`src/verilog/motion_regs_pkg.sv`:
```
// package for the motion parameter register bank
// What this block does
// RULE_01: acceleration register holds counts per sample squared, reset 18.
// RULE_02: torque limit accepts 0..1023, reset 1023, caps drive torque.
// RULE_03: torque 1023 means 300 percent, 341 means 100 percent, linear.
// RULE_04: after zero search, index offset takes the single-turn zero position.
// RULE_05: actual position refreshes every 1.3 ms, or 2.6 ms with divider 2.
// RULE_06: actual position is a signed incremental counter; host write sets new base.
// RULE_07: host changes actual and target position atomically when drive not passive.
// RULE_08: device overwrites actual position when a zero search finishes.
// RULE_09: averaged velocity is read-only, measured over 16 samples, resets to 0.
// RULE_10: instantaneous velocity is read-only, counts per sample, resets to 0.
// RULE_11: load ratio is 16.16 fixed point, reset 65536 meaning 1.0.
// RULE_12: host sets load ratio 1.0 unloaded, before tuning filters.
// RULE_13: atomic new-position updates actual and target together, absolute or relative.
// RULE_14: all registers 32 bits; writes to velocity registers are ignored.
package motion_regs_pkg;
  localparam int          CLK_HZ           = 40000000;
  localparam int          PERIOD_US        = 1300;
  localparam int          PERIOD_CYC       = PERIOD_US * (CLK_HZ / 1000000);
  localparam logic [7:0]  IDX_ACCEL        = 8'h06;
  localparam logic [7:0]  IDX_TORQUE       = 8'h07;
  localparam logic [7:0]  IDX_FUNC_POS     = 8'h08;
  localparam logic [7:0]  IDX_ZERO_OFS     = 8'h09;
  localparam logic [7:0]  IDX_ACT_POS      = 8'h0A;
  localparam logic [7:0]  IDX_AVG_VEL      = 8'h0B;
  localparam logic [7:0]  IDX_INST_VEL     = 8'h0C;
  localparam logic [7:0]  IDX_LOAD_RATIO   = 8'h0D;
  localparam logic [7:0]  IDX_NEW_POS      = 8'h20;
  localparam logic [7:0]  IDX_CTRL         = 8'h21;
  localparam logic [7:0]  IDX_TARGET_POS   = 8'h22;
  localparam int          CTRL_DIV2_BIT    = 0;
  localparam int          CTRL_REL_BIT     = 1;
  localparam int          CTRL_GO_BIT      = 2;
  localparam logic [31:0] RST_ACCEL        = 32'h0000_0012;
  localparam logic [31:0] RST_TORQUE       = 32'h0000_03FF;
  localparam logic [31:0] TORQUE_MAX       = 32'h0000_03FF;
  localparam logic [31:0] RST_LOAD_RATIO   = 32'h0001_0000;
  localparam logic [31:0] RST_ZERO         = 32'h0000_0000;
  localparam int          AVG_SHIFT        = 4;
  typedef struct packed {
    logic        valid;
    logic [31:0] position;
    logic [31:0] single_turn;
  } zero_event_t;
endpackage

```
`src/verilog/motion_param_regs.sv`:
```
// apb register bank for servo motion parameters
//
// Register access over APB was decided locally.
`timescale 1ns/1ps
module motion_param_regs
  import motion_regs_pkg::*;
#(
  parameter int PERIOD_CYCLES = PERIOD_CYC
) (
  input  wire logic        clk,
  input  wire logic        resetn,
  input  wire logic        psel,
  input  wire logic        penable,
  input  wire logic        pwrite,
  input  wire logic [11:0] paddr,
  input  wire logic [31:0] pwdata,
  output logic      [31:0] prdata,
  output logic             pready,
  output logic             pslverr,
  input  wire logic [31:0] encoder_count,
  input  wire zero_event_t zero_event,
  output logic      [31:0] accel_out,
  output logic      [9:0]  torque_cap,
  output logic      [31:0] load_ratio_out,
  output logic      [31:0] target_pos_out,
  output logic      [31:0] actual_pos_out,
  output logic             sample_tick
);
  logic [31:0] accel_q, accel_d, torque_q, torque_d, fpos_q, fpos_d, zofs_q, zofs_d;
  logic [31:0] apos_q, apos_d, ratio_q, ratio_d, newp_q, newp_d, tgt_q, tgt_d;
  logic [31:0] enc_q, enc_d, delta_q, delta_d, prdata_q, prdata_d;
  logic [2:0]  ctrl_q, ctrl_d;
  logic [31:0] cnt_q, cnt_d;
  logic        tick_q, tick_d, pready_q, pready_d, pslverr_q, pslverr_d;
  logic        vel_tick_q, vel_tick_d;
  logic [31:0] inst_vel, avg_vel;
  logic        wr, rd;
  logic [7:0]  idx;

  function automatic logic mapped(input logic [7:0] i);
    return (i >= IDX_ACCEL && i <= IDX_LOAD_RATIO) || i == IDX_NEW_POS ||
           i == IDX_CTRL || i == IDX_TARGET_POS;
  endfunction

  assign idx = paddr[9:2];
  // a write lands only at the edge where the master sees ready high
  assign wr  = psel && penable && pwrite && pready_q;
  assign rd  = psel && !penable;

  // one wait state: ready raised on the second access cycle
  always_comb begin
    pready_d  = psel && penable && !pready_q;
    pslverr_d = psel && penable && !pready_q && !mapped(idx);
    prdata_d  = prdata_q;
    if (rd) begin
      case (idx)
        IDX_ACCEL:      prdata_d = accel_q;
        IDX_TORQUE:     prdata_d = torque_q;
        IDX_FUNC_POS:   prdata_d = fpos_q;
        IDX_ZERO_OFS:   prdata_d = zofs_q;
        IDX_ACT_POS:    prdata_d = apos_q;
        IDX_AVG_VEL:    prdata_d = avg_vel;
        IDX_INST_VEL:   prdata_d = inst_vel;
        IDX_LOAD_RATIO: prdata_d = ratio_q;
        IDX_NEW_POS:    prdata_d = newp_q;
        IDX_CTRL:       prdata_d = {29'h0, ctrl_q};
        IDX_TARGET_POS: prdata_d = tgt_q;
        default:        prdata_d = 32'h0000_0000;
      endcase
    end
  end

  // sample period timer
  always_comb begin
    tick_d = 1'b0;
    vel_tick_d = tick_q;
    cnt_d  = cnt_q + 32'h0000_0001;
    // divider 2 doubles the period
    if (cnt_q >= (ctrl_q[CTRL_DIV2_BIT] ? 32'(2*PERIOD_CYCLES - 1) : 32'(PERIOD_CYCLES - 1))) begin // RULE_05
      cnt_d  = 32'h0000_0000;
      tick_d = 1'b1;
    end
  end

  always_comb begin
    accel_d = accel_q;
    torque_d = torque_q;
    fpos_d  = fpos_q;
    zofs_d  = zofs_q;
    apos_d  = apos_q;
    ratio_d = ratio_q;
    newp_d  = newp_q;
    tgt_d   = tgt_q;
    ctrl_d  = ctrl_q;
    ctrl_d[CTRL_GO_BIT] = 1'b0;
    enc_d   = enc_q;
    delta_d = delta_q;
    if (tick_q) begin
      // counter advances by encoder delta, so host offsets persist
      delta_d = encoder_count - enc_q; // RULE_06
      enc_d   = encoder_count;
      apos_d  = apos_q + (encoder_count - enc_q); // RULE_05
    end
    if (wr) begin
      case (idx)
        IDX_ACCEL:      accel_d = pwdata; // RULE_01
        // values above 1023 saturate to the 300 percent peak
        IDX_TORQUE:     torque_d = (pwdata > TORQUE_MAX) ? TORQUE_MAX : pwdata; // RULE_02 RULE_03
        IDX_FUNC_POS:   fpos_d  = pwdata;
        IDX_ZERO_OFS:   zofs_d  = pwdata;
        IDX_ACT_POS:    apos_d  = pwdata; // RULE_06
        IDX_LOAD_RATIO: ratio_d = pwdata; // RULE_11
        IDX_NEW_POS:    newp_d  = pwdata;
        IDX_CTRL:       ctrl_d  = pwdata[2:0];
        IDX_TARGET_POS: tgt_d   = pwdata;
        default:        ; // RULE_14
      endcase
    end
    if (ctrl_q[CTRL_GO_BIT]) begin
      if (ctrl_q[CTRL_REL_BIT]) begin
        apos_d = apos_d + newp_q; // RULE_13
        tgt_d  = tgt_q + newp_q;
        fpos_d = fpos_q + newp_q;
      end else begin
        apos_d = newp_q; // RULE_13
        tgt_d  = newp_q;
        fpos_d = newp_q;
      end
    end
    if (zero_event.valid) begin
      zofs_d = zero_event.single_turn; // RULE_04
      apos_d = zero_event.position; // RULE_08
    end
  end

  always_ff @(posedge clk or negedge resetn) begin
    if (!resetn) begin
      accel_q  <= RST_ACCEL;
      torque_q <= RST_TORQUE;
      fpos_q   <= RST_ZERO;
      zofs_q   <= RST_ZERO;
      apos_q   <= RST_ZERO;
      ratio_q  <= RST_LOAD_RATIO;
      newp_q   <= RST_ZERO;
      tgt_q    <= RST_ZERO;
      ctrl_q   <= 3'h0;
      enc_q    <= RST_ZERO;
      delta_q  <= RST_ZERO;
      cnt_q    <= 32'h0000_0000;
      tick_q   <= 1'b0;
      vel_tick_q <= 1'b0;
      prdata_q <= RST_ZERO;
      pready_q <= 1'b0;
      pslverr_q <= 1'b0;
    end else begin
      accel_q  <= accel_d;
      torque_q <= torque_d;
      fpos_q   <= fpos_d;
      zofs_q   <= zofs_d;
      apos_q   <= apos_d;
      ratio_q  <= ratio_d;
      newp_q   <= newp_d;
      tgt_q    <= tgt_d;
      ctrl_q   <= ctrl_d;
      enc_q    <= enc_d;
      delta_q  <= delta_d;
      cnt_q    <= cnt_d;
      tick_q   <= tick_d;
      vel_tick_q <= vel_tick_d;
      prdata_q <= prdata_d;
      pready_q <= pready_d;
      pslverr_q <= pslverr_d;
    end
  end

  // velocities sampled one cycle after the position refresh
  velocity_sampler u_vel (
    .clk      (clk),
    .resetn   (resetn),
    .sample   (vel_tick_q),
    .delta    (delta_q),
    .inst_vel (inst_vel),
    .avg_vel  (avg_vel)
  );

  assign prdata         = prdata_q;
  assign pready         = pready_q;
  assign pslverr        = pslverr_q;
  assign accel_out      = accel_q;
  assign torque_cap     = torque_q[9:0];
  assign load_ratio_out = ratio_q;
  assign target_pos_out = tgt_q;
  assign actual_pos_out = apos_q;
  assign sample_tick    = tick_q;

  property p_torque_cap;
    @(posedge clk) disable iff (!resetn) torque_q <= TORQUE_MAX;
  endproperty
  a_torque_cap: assert property (p_torque_cap) else $error("torque above 1023"); // RULE_02
  property p_torque_sat;
    @(posedge clk) disable iff (!resetn)
      wr && idx == IDX_TORQUE && pwdata > TORQUE_MAX && !ctrl_q[CTRL_GO_BIT]
      |=> torque_q == TORQUE_MAX;
  endproperty
  a_torque_sat: assert property (p_torque_sat) else $error("torque not saturated"); // RULE_03
  property p_accel_wr;
    @(posedge clk) disable iff (!resetn) wr && idx == IDX_ACCEL |=> accel_q == $past(pwdata);
  endproperty
  a_accel_wr: assert property (p_accel_wr) else $error("accel write lost"); // RULE_01
  property p_zero_ofs;
    @(posedge clk) disable iff (!resetn)
      zero_event.valid |=> zofs_q == $past(zero_event.single_turn);
  endproperty
  a_zero_ofs: assert property (p_zero_ofs) else $error("index offset not updated"); // RULE_04
  property p_zero_pos;
    @(posedge clk) disable iff (!resetn)
      zero_event.valid |=> apos_q == $past(zero_event.position);
  endproperty
  a_zero_pos: assert property (p_zero_pos) else $error("position not set by zero"); // RULE_08
  property p_period;
    @(posedge clk) disable iff (!resetn)
      tick_q && !ctrl_q[CTRL_DIV2_BIT] |=> !tick_q [*2];
  endproperty
  a_period: assert property (p_period) else $error("sample ticks too close"); // RULE_05
  property p_hold_pos;
    @(posedge clk) disable iff (!resetn)
      !tick_q && !wr && !ctrl_q[CTRL_GO_BIT] && !zero_event.valid |=> $stable(apos_q);
  endproperty
  a_hold_pos: assert property (p_hold_pos) else $error("position moved unprompted"); // RULE_06
  property p_atomic;
    @(posedge clk) disable iff (!resetn)
      ctrl_q[CTRL_GO_BIT] && !ctrl_q[CTRL_REL_BIT] && !zero_event.valid
      |=> apos_q == tgt_q;
  endproperty
  a_atomic: assert property (p_atomic) else $error("atomic update split"); // RULE_13
  property p_ratio_wr;
    @(posedge clk) disable iff (!resetn)
      wr && idx == IDX_LOAD_RATIO |=> ratio_q == $past(pwdata);
  endproperty
  a_ratio_wr: assert property (p_ratio_wr) else $error("load ratio write lost"); // RULE_11
  property p_ro_vel;
    @(posedge clk) disable iff (!resetn)
      wr && idx == IDX_INST_VEL && !vel_tick_q |=> $stable(inst_vel);
  endproperty
  a_ro_vel: assert property (p_ro_vel) else $error("velocity register written"); // RULE_14

  // bus side: ready is a single pulse, errors ride on it, writes wait for it
  property p_ready_pulse;
    @(posedge clk) disable iff (!resetn) pready_q |=> !pready_q;
  endproperty
  a_ready_pulse: assert property (p_ready_pulse) else $error("ready held too long"); // RULE_14
  property p_err_ready;
    @(posedge clk) disable iff (!resetn) pslverr_q |-> pready_q;
  endproperty
  a_err_ready: assert property (p_err_ready) else $error("error without ready"); // RULE_14
  property p_unmapped_err;
    @(posedge clk) disable iff (!resetn)
      psel && penable && !pready_q && !mapped(idx) |=> pslverr_q;
  endproperty
  a_unmapped_err: assert property (p_unmapped_err) else $error("no slave error"); // RULE_14
  property p_early_wr;
    @(posedge clk) disable iff (!resetn)
      psel && penable && !pready_q && idx == IDX_ACCEL |=> $stable(accel_q);
  endproperty
  a_early_wr: assert property (p_early_wr) else $error("write before ready"); // RULE_01
  property p_rdata_hold;
    @(posedge clk) disable iff (!resetn) psel && penable |=> $stable(prdata_q);
  endproperty
  a_rdata_hold: assert property (p_rdata_hold) else $error("read data moved"); // RULE_14

  // position path: refresh adds the encoder delta, relative update adds to both
  property p_refresh;
    @(posedge clk) disable iff (!resetn)
      tick_q && !wr && !ctrl_q[CTRL_GO_BIT] && !zero_event.valid
      |=> apos_q == $past(apos_q) + $past(encoder_count) - $past(enc_q);
  endproperty
  a_refresh: assert property (p_refresh) else $error("refresh step wrong"); // RULE_05
  property p_rel_update;
    @(posedge clk) disable iff (!resetn)
      ctrl_q[CTRL_GO_BIT] && ctrl_q[CTRL_REL_BIT] && !tick_q && !wr && !zero_event.valid
      |=> apos_q == $past(apos_q) + $past(newp_q) && tgt_q == $past(tgt_q) + $past(newp_q);
  endproperty
  a_rel_update: assert property (p_rel_update) else $error("relative update split"); // RULE_13
  property p_go_clear;
    @(posedge clk) disable iff (!resetn)
      ctrl_q[CTRL_GO_BIT] && !(wr && idx == IDX_CTRL) |=> !ctrl_q[CTRL_GO_BIT];
  endproperty
  a_go_clear: assert property (p_go_clear) else $error("go bit stuck"); // RULE_13
  property p_delta;
    @(posedge clk) disable iff (!resetn)
      tick_q |=> delta_q == $past(encoder_count) - $past(enc_q);
  endproperty
  a_delta: assert property (p_delta) else $error("velocity delta wrong"); // RULE_10

  // accel and load ratio move only when written; averaged velocity ignores writes
  property p_avg_ro;
    @(posedge clk) disable iff (!resetn)
      wr && idx == IDX_AVG_VEL && !vel_tick_q |=> $stable(avg_vel);
  endproperty
  a_avg_ro: assert property (p_avg_ro) else $error("averaged velocity written"); // RULE_14
  property p_ratio_hold;
    @(posedge clk) disable iff (!resetn)
      !(wr && idx == IDX_LOAD_RATIO) |=> $stable(ratio_q);
  endproperty
  a_ratio_hold: assert property (p_ratio_hold) else $error("load ratio moved"); // RULE_11
  property p_accel_hold;
    @(posedge clk) disable iff (!resetn)
      !(wr && idx == IDX_ACCEL) |=> $stable(accel_q);
  endproperty
  a_accel_hold: assert property (p_accel_hold) else $error("accel moved"); // RULE_01
endmodule // motion_param_regs

```
`src/verilog/velocity_sampler.sv`:
```
// sampling of position into instantaneous and 16-sample averaged velocity
`timescale 1ns/1ps
module velocity_sampler
  import motion_regs_pkg::*;
(
  input  wire logic        clk,
  input  wire logic        resetn,
  input  wire logic        sample,
  input  wire logic [31:0] delta,
  output logic      [31:0] inst_vel,
  output logic      [31:0] avg_vel
);
  logic [31:0] hist_q [16];
  logic [31:0] hist_d [16];
  logic [35:0] sum_q, sum_d;
  logic [31:0] inst_q, inst_d, avg_q, avg_d;

  always_comb begin
    hist_d = hist_q;
    sum_d  = sum_q;
    inst_d = inst_q;
    avg_d  = avg_q;
    if (sample) begin
      // running sum keeps the average to one add and one subtract per sample
      sum_d  = sum_q + {{4{delta[31]}}, delta} - {{4{hist_q[15][31]}}, hist_q[15]}; // RULE_09
      for (int i = 15; i > 0; i--) hist_d[i] = hist_q[i-1];
      hist_d[0] = delta;
      inst_d = delta; // RULE_10
      avg_d  = sum_d[35:AVG_SHIFT]; // RULE_09
    end
  end

  always_ff @(posedge clk or negedge resetn) begin
    if (!resetn) begin
      for (int i = 0; i < 16; i++) hist_q[i] <= RST_ZERO;
      sum_q  <= '0;
      inst_q <= RST_ZERO;
      avg_q  <= RST_ZERO;
    end else begin
      hist_q <= hist_d;
      sum_q  <= sum_d;
      inst_q <= inst_d;
      avg_q  <= avg_d;
    end
  end

  assign inst_vel = inst_q;
  assign avg_vel  = avg_q;

  property p_inst_follows;
    @(posedge clk) disable iff (!resetn) sample |=> inst_q == $past(delta);
  endproperty
  a_inst_follows: assert property (p_inst_follows) else $error("inst vel not sampled"); // RULE_10
  property p_avg_hold;
    @(posedge clk) disable iff (!resetn) !sample |=> $stable(avg_q);
  endproperty
  a_avg_hold: assert property (p_avg_hold) else $error("avg vel moved off sample"); // RULE_09
endmodule // velocity_sampler
```
`config.mk`:
```
export PLATFORM = sky130hd
export DESIGN_NAME = motion_param_regs
export DESIGN_NICKNAME = d
export VERILOG_FILES = /design/src/verilog/motion_regs_pkg.sv /design/src/verilog/motion_param_regs.sv /design/src/verilog/velocity_sampler.sv
export SDC_FILE = /design/constraint.sdc
export NUM_CORES = 2
export LEC_CHECK = 0
export ABC_AREA = 1
export BUFFER_PORTS_ARGS = -buffer_cell sky130_fd_sc_hd__buf_2
export CAP_MARGIN = 15
export CORE_ASPECT_RATIO = 1.4
export CORE_MARGIN = 2
export CORE_UTILIZATION = 65
export DETAILED_ROUTE_END_ITERATION = 16
export PLACE_DENSITY = 0.85
export SYNTH_ARGS = -nofsm -noshare
export SYNTH_HDL_FRONTEND = slang
export SYNTH_SLANG_ARGS = --single-unit
export TNS_END_PERCENT = 5
```
`constraint.sdc`:
```
create_clock -name clk -period 14 [get_ports clk]
set_input_delay 2.1 -clock clk [delete_from_list [all_inputs] [get_ports clk]]
set_output_delay 2.1 -clock clk [all_outputs]
set_load 0.02 [all_outputs]
```
# --- Word-level counts from Yosys, hierarchy flattened ---
# Index checks and enable logic that the tools add are counted.
totals:
  register_bits: 971
  latch_bits: 0
  ramBits: 0
  mem_bits_ro: 0
  input_bits: 146
  wordCells: 109
  memories: 0
op_classes:
  n_addsub: 8
  mul: 0
  n_div: 0
  order_cmp: 4
  eq_ne: 11
  shifts: 0
  muxes: 24
  bitwise_logic: 0
  reduce_logical: 26
ops:
  columns: ["op", "n"]
  rows:
  - ["$mux W32", 19]
  - ["$pmux W32 S11", 1]
  - ["$add A32 B32 Y32", 4]
  - ["$eq A8 B4 Y1 const B", 6]
  - ["$add A36 B36 Y36", 1]
  - ["$sub A36 B36 Y36", 1]
  - ["$add A32 B1 Y32 const B", 1]
  - ["$ge A32 B17 Y1", 1]
  - ["$gt A32 B10 Y1 const B", 1]
  - ["$sub A32 B32 Y32", 1]
  - ["$eq A8 B6 Y1 const B", 3]
  - ["$mux W17", 1]
  - ["$eq A8 B3 Y1 const B", 2]
  - ["$reduce_and A2 Y1", 8]
  - ["$reduce_bool A2 Y1", 5]
  - ["$ge A8 B3 Y1 const B", 1]
  - ["$le A8 B4 Y1 const B", 1]
  - ["$logic_and A1 B1 Y1", 7]
  - ["$mux W3", 2]
  - ["$logic_not A1 Y1", 3]
  - ["$logic_or A1 B1 Y1", 3]
  - ["$mux W1", 1]

# --- Longest topological paths before layout ---
depth:
  depth_word: 9
  depth_mapped: 43
  depth_no_buf: 43

# --- Modules after synthesis ---
# From an unflattened synthesis, not the netlist that was laid out.
unflattened:
  hier_cells: 6658
  hier_area_um2: 51584.5
modules_own_cells:
  columns: ["mod", "n_inst", "cells_per_inst", "area_each_um2"]
  rows:
  - ["motion_param_regs", 1, 3682, 27078.5]
  - ["velocity_sampler", 1, 2976, 24506.0]

# --- Least setup slack after synthesis ---
# No wires, ideal clock.
synth_timing:
  path_type: "input -> register"
  startpoint: "input encoder_count[0]"
  endpoint: "register apos_q[31], in the netlist actual_pos_out[31]"
  setup_ns: 0.117
  arrival_time_ns: 6.620
  slack_ns: 7.263
  cell_stages: 40
  path_buffers: 0
  path_cell_list: "inv_1 > ha_1 > inv_1 > fa_1 > nand2_1 > o211ai_1 > nand3_1 > nand2_1 > nand2_1 > nand2_2 > nand3_1 > nand2_1 > a21oi_1 > o21bai_1 > nand2_1 > nand3b_1 > and2_1 > ha_1 > (+4 left out) > a221oi_1 > nand2_1 > nand2_1 > nand3_1 > nand2_1 > nand2_1 > ha_1 > a21o_1 > a21oi_1 > nor2_1 > a2111oi_0 > nand2_1 > nand3_1 > nand3_1 > nand2_1 > nand3_1 > nand2_1 > nand2_1"
synth_between:
  elab_chain_len: 9
synth_rtl:
  columns: ["element", "line_no", "source"]
  rows:
  - ["from (decl)", "motion_param_regs.sv:20", "input wire logic [31:0] encoder_count,"]
  - ["$sub A32 B32 Y32 *", "motion_param_regs.sv:102", "apos_d = apos_q + (encoder_count - enc_q);"]
  - ["$add A32 B32 Y32 *", "motion_param_regs.sv:102", null]
  - ["$mux W32 *", "motion_param_regs.sv:98", "if (tick_q) begin"]
  - ["$mux W32", "motion_param_regs.sv:105", "case (idx)"]
  - ["$mux W32 *", "motion_param_regs.sv:104", "if (wr) begin"]
  - ["$add A32 B32 Y32", "motion_param_regs.sv:121", "apos_d = apos_d + newp_q;"]
  - ["$mux W32", "motion_param_regs.sv:120", "if (ctrl_q[CTRL_REL_BIT]) begin"]
  - ["$mux W32 *", "motion_param_regs.sv:119", "if (ctrl_q[CTRL_GO_BIT]) begin"]
  - ["$mux W32 *", "motion_param_regs.sv:130", "if (zero_event.valid) begin"]
  - ["net apos_d[31]", "motion_param_regs.sv:30", "logic [31:0] apos_q, apos_d, ratio_q, ratio_d, newp_q, newp_d, tgt_q, tgt_d;"]
  - ["to (signal assigned)", "motion_param_regs.sv:160", "apos_q <= apos_d;"]
  - ["to (decl)", "motion_param_regs.sv:30", null]
# The timed path passes the listed nets; every way through them passes the cells marked *.
# A chain may end at the register's enable or synchronous reset.

# --- Worst setup path in the final report ---
# Ends and elaborated chain as after synthesis.

==> flow_summary.yaml <==
worst_setup_path:
  critPathArrivalTime_ps: 9170
  critPathKind: "input pin to flip-flop"
  ff2ff_setup_slack_ps: 6610
  r2r-end: "actual_pos_out[31]$_DFF_PN0_"
  cp.required_ps: 14560
  cp-end-kind: "flip-flop"
  reg2reg_from: "enc_q[3]$_DFFE_PN0P_"
  rr_worst_depth: 36
  critPathMaxFanout: 6
  max_stage_delay_ps: 850
  crit_top_cell: "nand2_1"
  critPathSlowestCell: "a2111oi_0"
  cp-start-kind: "input pin"
global_route:
  antenna_found_initial: 2
  grt_pass1_vias: 43700
  grt_max_degree: 275
  grtUsageTotal_pct: 39.5
  grt_pass1_wl_um: 242000
  gr-total-overflow: 0
synth:
  yosysSeqAreaShare_pct: 47.1
  synth_warnings: 0
  synth_async_sr_flop_share_pct: 100
  ys_types: 61
  yosys_most_used_dff: "dfrtp_1"
  ys_ff_latch: 939
  synth-xor-area-share_pct: 1.53
  post-synth-top-count-cell: "nand2_1"
  synth.top_cells.by_area: "dfrtp_1 (46%), nand2_1 (12%), o21ai_0 (9.1%), inv_1 (5.9%), ha_1 (5.1%)"
  syn-cell-area_mm2: 0.0499
  ys_top_cells_by_count: "nand2_1 (1,587), dfrtp_1 (926), o21ai_0 (908), inv_1 (789), a21oi_1 (321)"
  yosys.area.top_type: "dfrtp_1"
  postSynthAreaPerCell_um2: 8.08
  yosys.area_share.adder_pct: 6.67
  synth_compound_area_share_pct: 18.5
  synth-edff-count: 0
  synth_simple_gate_area_share_pct: 17.3
  syn_inst: 6177
  synth_top_family_by_area: "compound AO/OA/AOI/OAI gates"
  synth_mux_area_share_pct: 0.722
  synth_top_area_share_pct: 46.4
sta:
  fin_hold_ws_ps: 468
  maxSlewViolCount: 0
  setup_tns_ps: 0
  fin_crit_ps: 8620
  rsz0062_at_grt: "no"
  hold_violations: 0
  timing.slew.headroom_pct: 26.5
  tightest_slew_ps: 1070
  period_share_pct: 61.5
  fin_skew_ps: 42.7
  setup_viol: 0
  setup_ws_ps: 5380
  max_freq_mhz: 116
outcome:
  status: "completed"
placed_design:
  gp_congestion: 1.04
  dpl.cell_count: 7252
  dp_hpwl_um: 112000
  placed_area_mm2: 0.0521
  io_buffers: 314
  place_ws_ps: 4960
cts:
  hold_buffers: 0
  clkLatencyLatePin_ps: 680
  cts-resized-gates: 0
  cts_root_buffer: "clkbuf_16"
  numCtsBuffers: 88
  post_cts.repair.setup_buffers: 0
  cts_tree: "done"
  clock_sinks: 939
  cts_buffer_depth: 3
  cts_max_level: 3
  clk_pin_slew_worst_paths_ps: 70
power_and_ir_drop:
  powerDensity_mw_per_mm2: 175
  peakVddDrop_mv: 0.114
  p_leak_nw: 28.3
  fin_total_pwr_mw: 9.66
drt:
  wl_met1_um: 58400
  met3_wirelength_um: 12100
  drc_errors: 0
  first_pass_iters: 6
  top_layer: "met5"
  dr_wl_met2_um: 74800
  wirelength_um: 156000
  wl_per_cell_um: 21.1
  drtIter0Drc: 4557
  num_vias: 44500
  viasPerCell: 6.01
  drt.antenna.violating_nets: 0
cells_and_area:
  largest-register: "u_vel.hist_q"
  syn_to_final_growth_pct: 10.4
  fill_cells: 5833
  finish.instance_area_mm2: 0.0551
  final_util_pct: 72.3
  largest_register_ffs: 480
  drive_above_1_share_pct: 9.67
  stdcell_count: 7409
  nets: 6754
min_path:
  hp-class: "flip-flop to flip-flop"
  holdPathEnd: "torque_q[27]$_DFFE_PN0P_"
  hold_path_depth: 2
  min_from: "torque_q[27]$_DFFE_PN0P_"
floorplanning:
  rows: 120
  dieHeight_um: 332
  die-area_mm2: 0.0791
  core-area_mm2: 0.0763
  ioPinCount: 319
  die_width_um: 238
  start_util_pct: 65.4
job:
  max-cap-violations: 0
power breakdown:
| part | total (mW) | switching (mW) | internal [mW] |
|---|---|---|---|
| Sequential | 3.50 | 0.302 | 3.20 |
| Combinational | 3.65 | 2.37 | 1.28 |
| Clock | 2.51 | 1.08 | 1.44 |
logic make-up after synthesis:
family,count (synthesis)
other,1
buffers and inverters,1072
multiplexers,32
XOR/XNOR,87
AO/OA/AOI/OAI,1647
AND/OR/NAND/NOR,2157
adder cells (fa/ha/maj),242
flip-flops,939
cells in the final DEF, fill, tap and decap left out, drive strengths merged, types with 5 or more instances in the layout:
| cell type | netlist | routed |
|---|---|---|
| nand2 | 1592 | 1592 |
| o21ai | 984 | 984 |
| dfrtp | 926 | 926 |
| inv | 795 | 798 |
| buf | 45 | 361 |
| a21oi | 324 | 324 |
| nor2 | 283 | 283 |
| ha | 202 | 202 |
| nand3 | 164 | 164 |
| clkbuf | 230 | 119 |
| a221oi | 82 | 82 |
| o211ai | 61 | 61 |
| xor2 | 48 | 48 |
| o22ai | 41 | 41 |
| fa | 40 | 40 |
| xnor2 | 39 | 39 |
| a31oi | 34 | 34 |
| mux2 | 32 | 32 |
| nor3 | 31 | 31 |
| a22o | 28 | 28 |
| nand4 | 25 | 25 |
| or2 | 25 | 25 |
| o21bai | 23 | 23 |
| clkinv | 2 | 22 |
| a21o | 21 | 21 |
| nor4 | 16 | 16 |
| o21a | 14 | 14 |
| conb | 1 | 14 |
| dfstp | 13 | 13 |
| bufinv | 0 | 11 |
| a22oi | 10 | 10 |
| nor3b | 8 | 8 |
| nand3b | 6 | 6 |
| o221ai | 6 | 6 |
| a21boi | 5 | 5 |
worst max-delay path by stage:
stage / from / endpoint / slack, ps / cells after the start
2_1_floorplan: encoder_count[0] / actual_pos_out[31]$_DFF_PN0_ / 7260 / 40
3_3_place_gp: encoder_count[0] / actual_pos_out[31]$_DFF_PN0_ / 5070 / 40
3_5_place_dp: encoder_count[0] / actual_pos_out[31]$_DFF_PN0_ / 4960 / 40
4_1_cts: encoder_count[0] / actual_pos_out[31]$_DFF_PN0_ / 5660 / 40
5_1_grt: encoder_count[0] / actual_pos_out[31]$_DFF_PN0_ / 5110 / 42
6_report: encoder_count[0] / actual_pos_out[31]$_DFF_PN0_ / 5380 / 40
per-layer routing:
metal,up-vias,GRT usage [%]
li1,20700,-
met1,21300,48.6
met2,2028,65.3
met3,519,6.26
met4,2,24.5
met5,-,0
layout make-up:
| class | count | area (µm²) | area share (%) |
|---|---|---|---|
| Inverter | 797 | 3000 | 5.44 |
| Multi-Input combinational cell | 4179 | 22400 | 40.7 |
| Tap cell | 976 | 1220 | 2.22 |
| Clock inverter | 37 | 563 | 1.02 |
| Antenna cell | 1 | 2.50 | 0.00454 |
| Sequential cell | 939 | 23500 | 42.7 |
| Timing Repair Buffer | 361 | 1960 | 3.56 |
| Clock buffer | 119 | 2440 | 4.43 |
critical path: cells and delay by family:
family | cells | cell delay, ps
AND/OR/NAND/NOR | 24 | 2950
AO/OA/AOI/OAI | 8 | 2300
adder cells (fa/ha/maj) | 4 | 1230
XOR/XNOR | 1 | 340
buffers and inverters | 3 | 210
No activity file was read; power rests on OpenSTA's default activity.
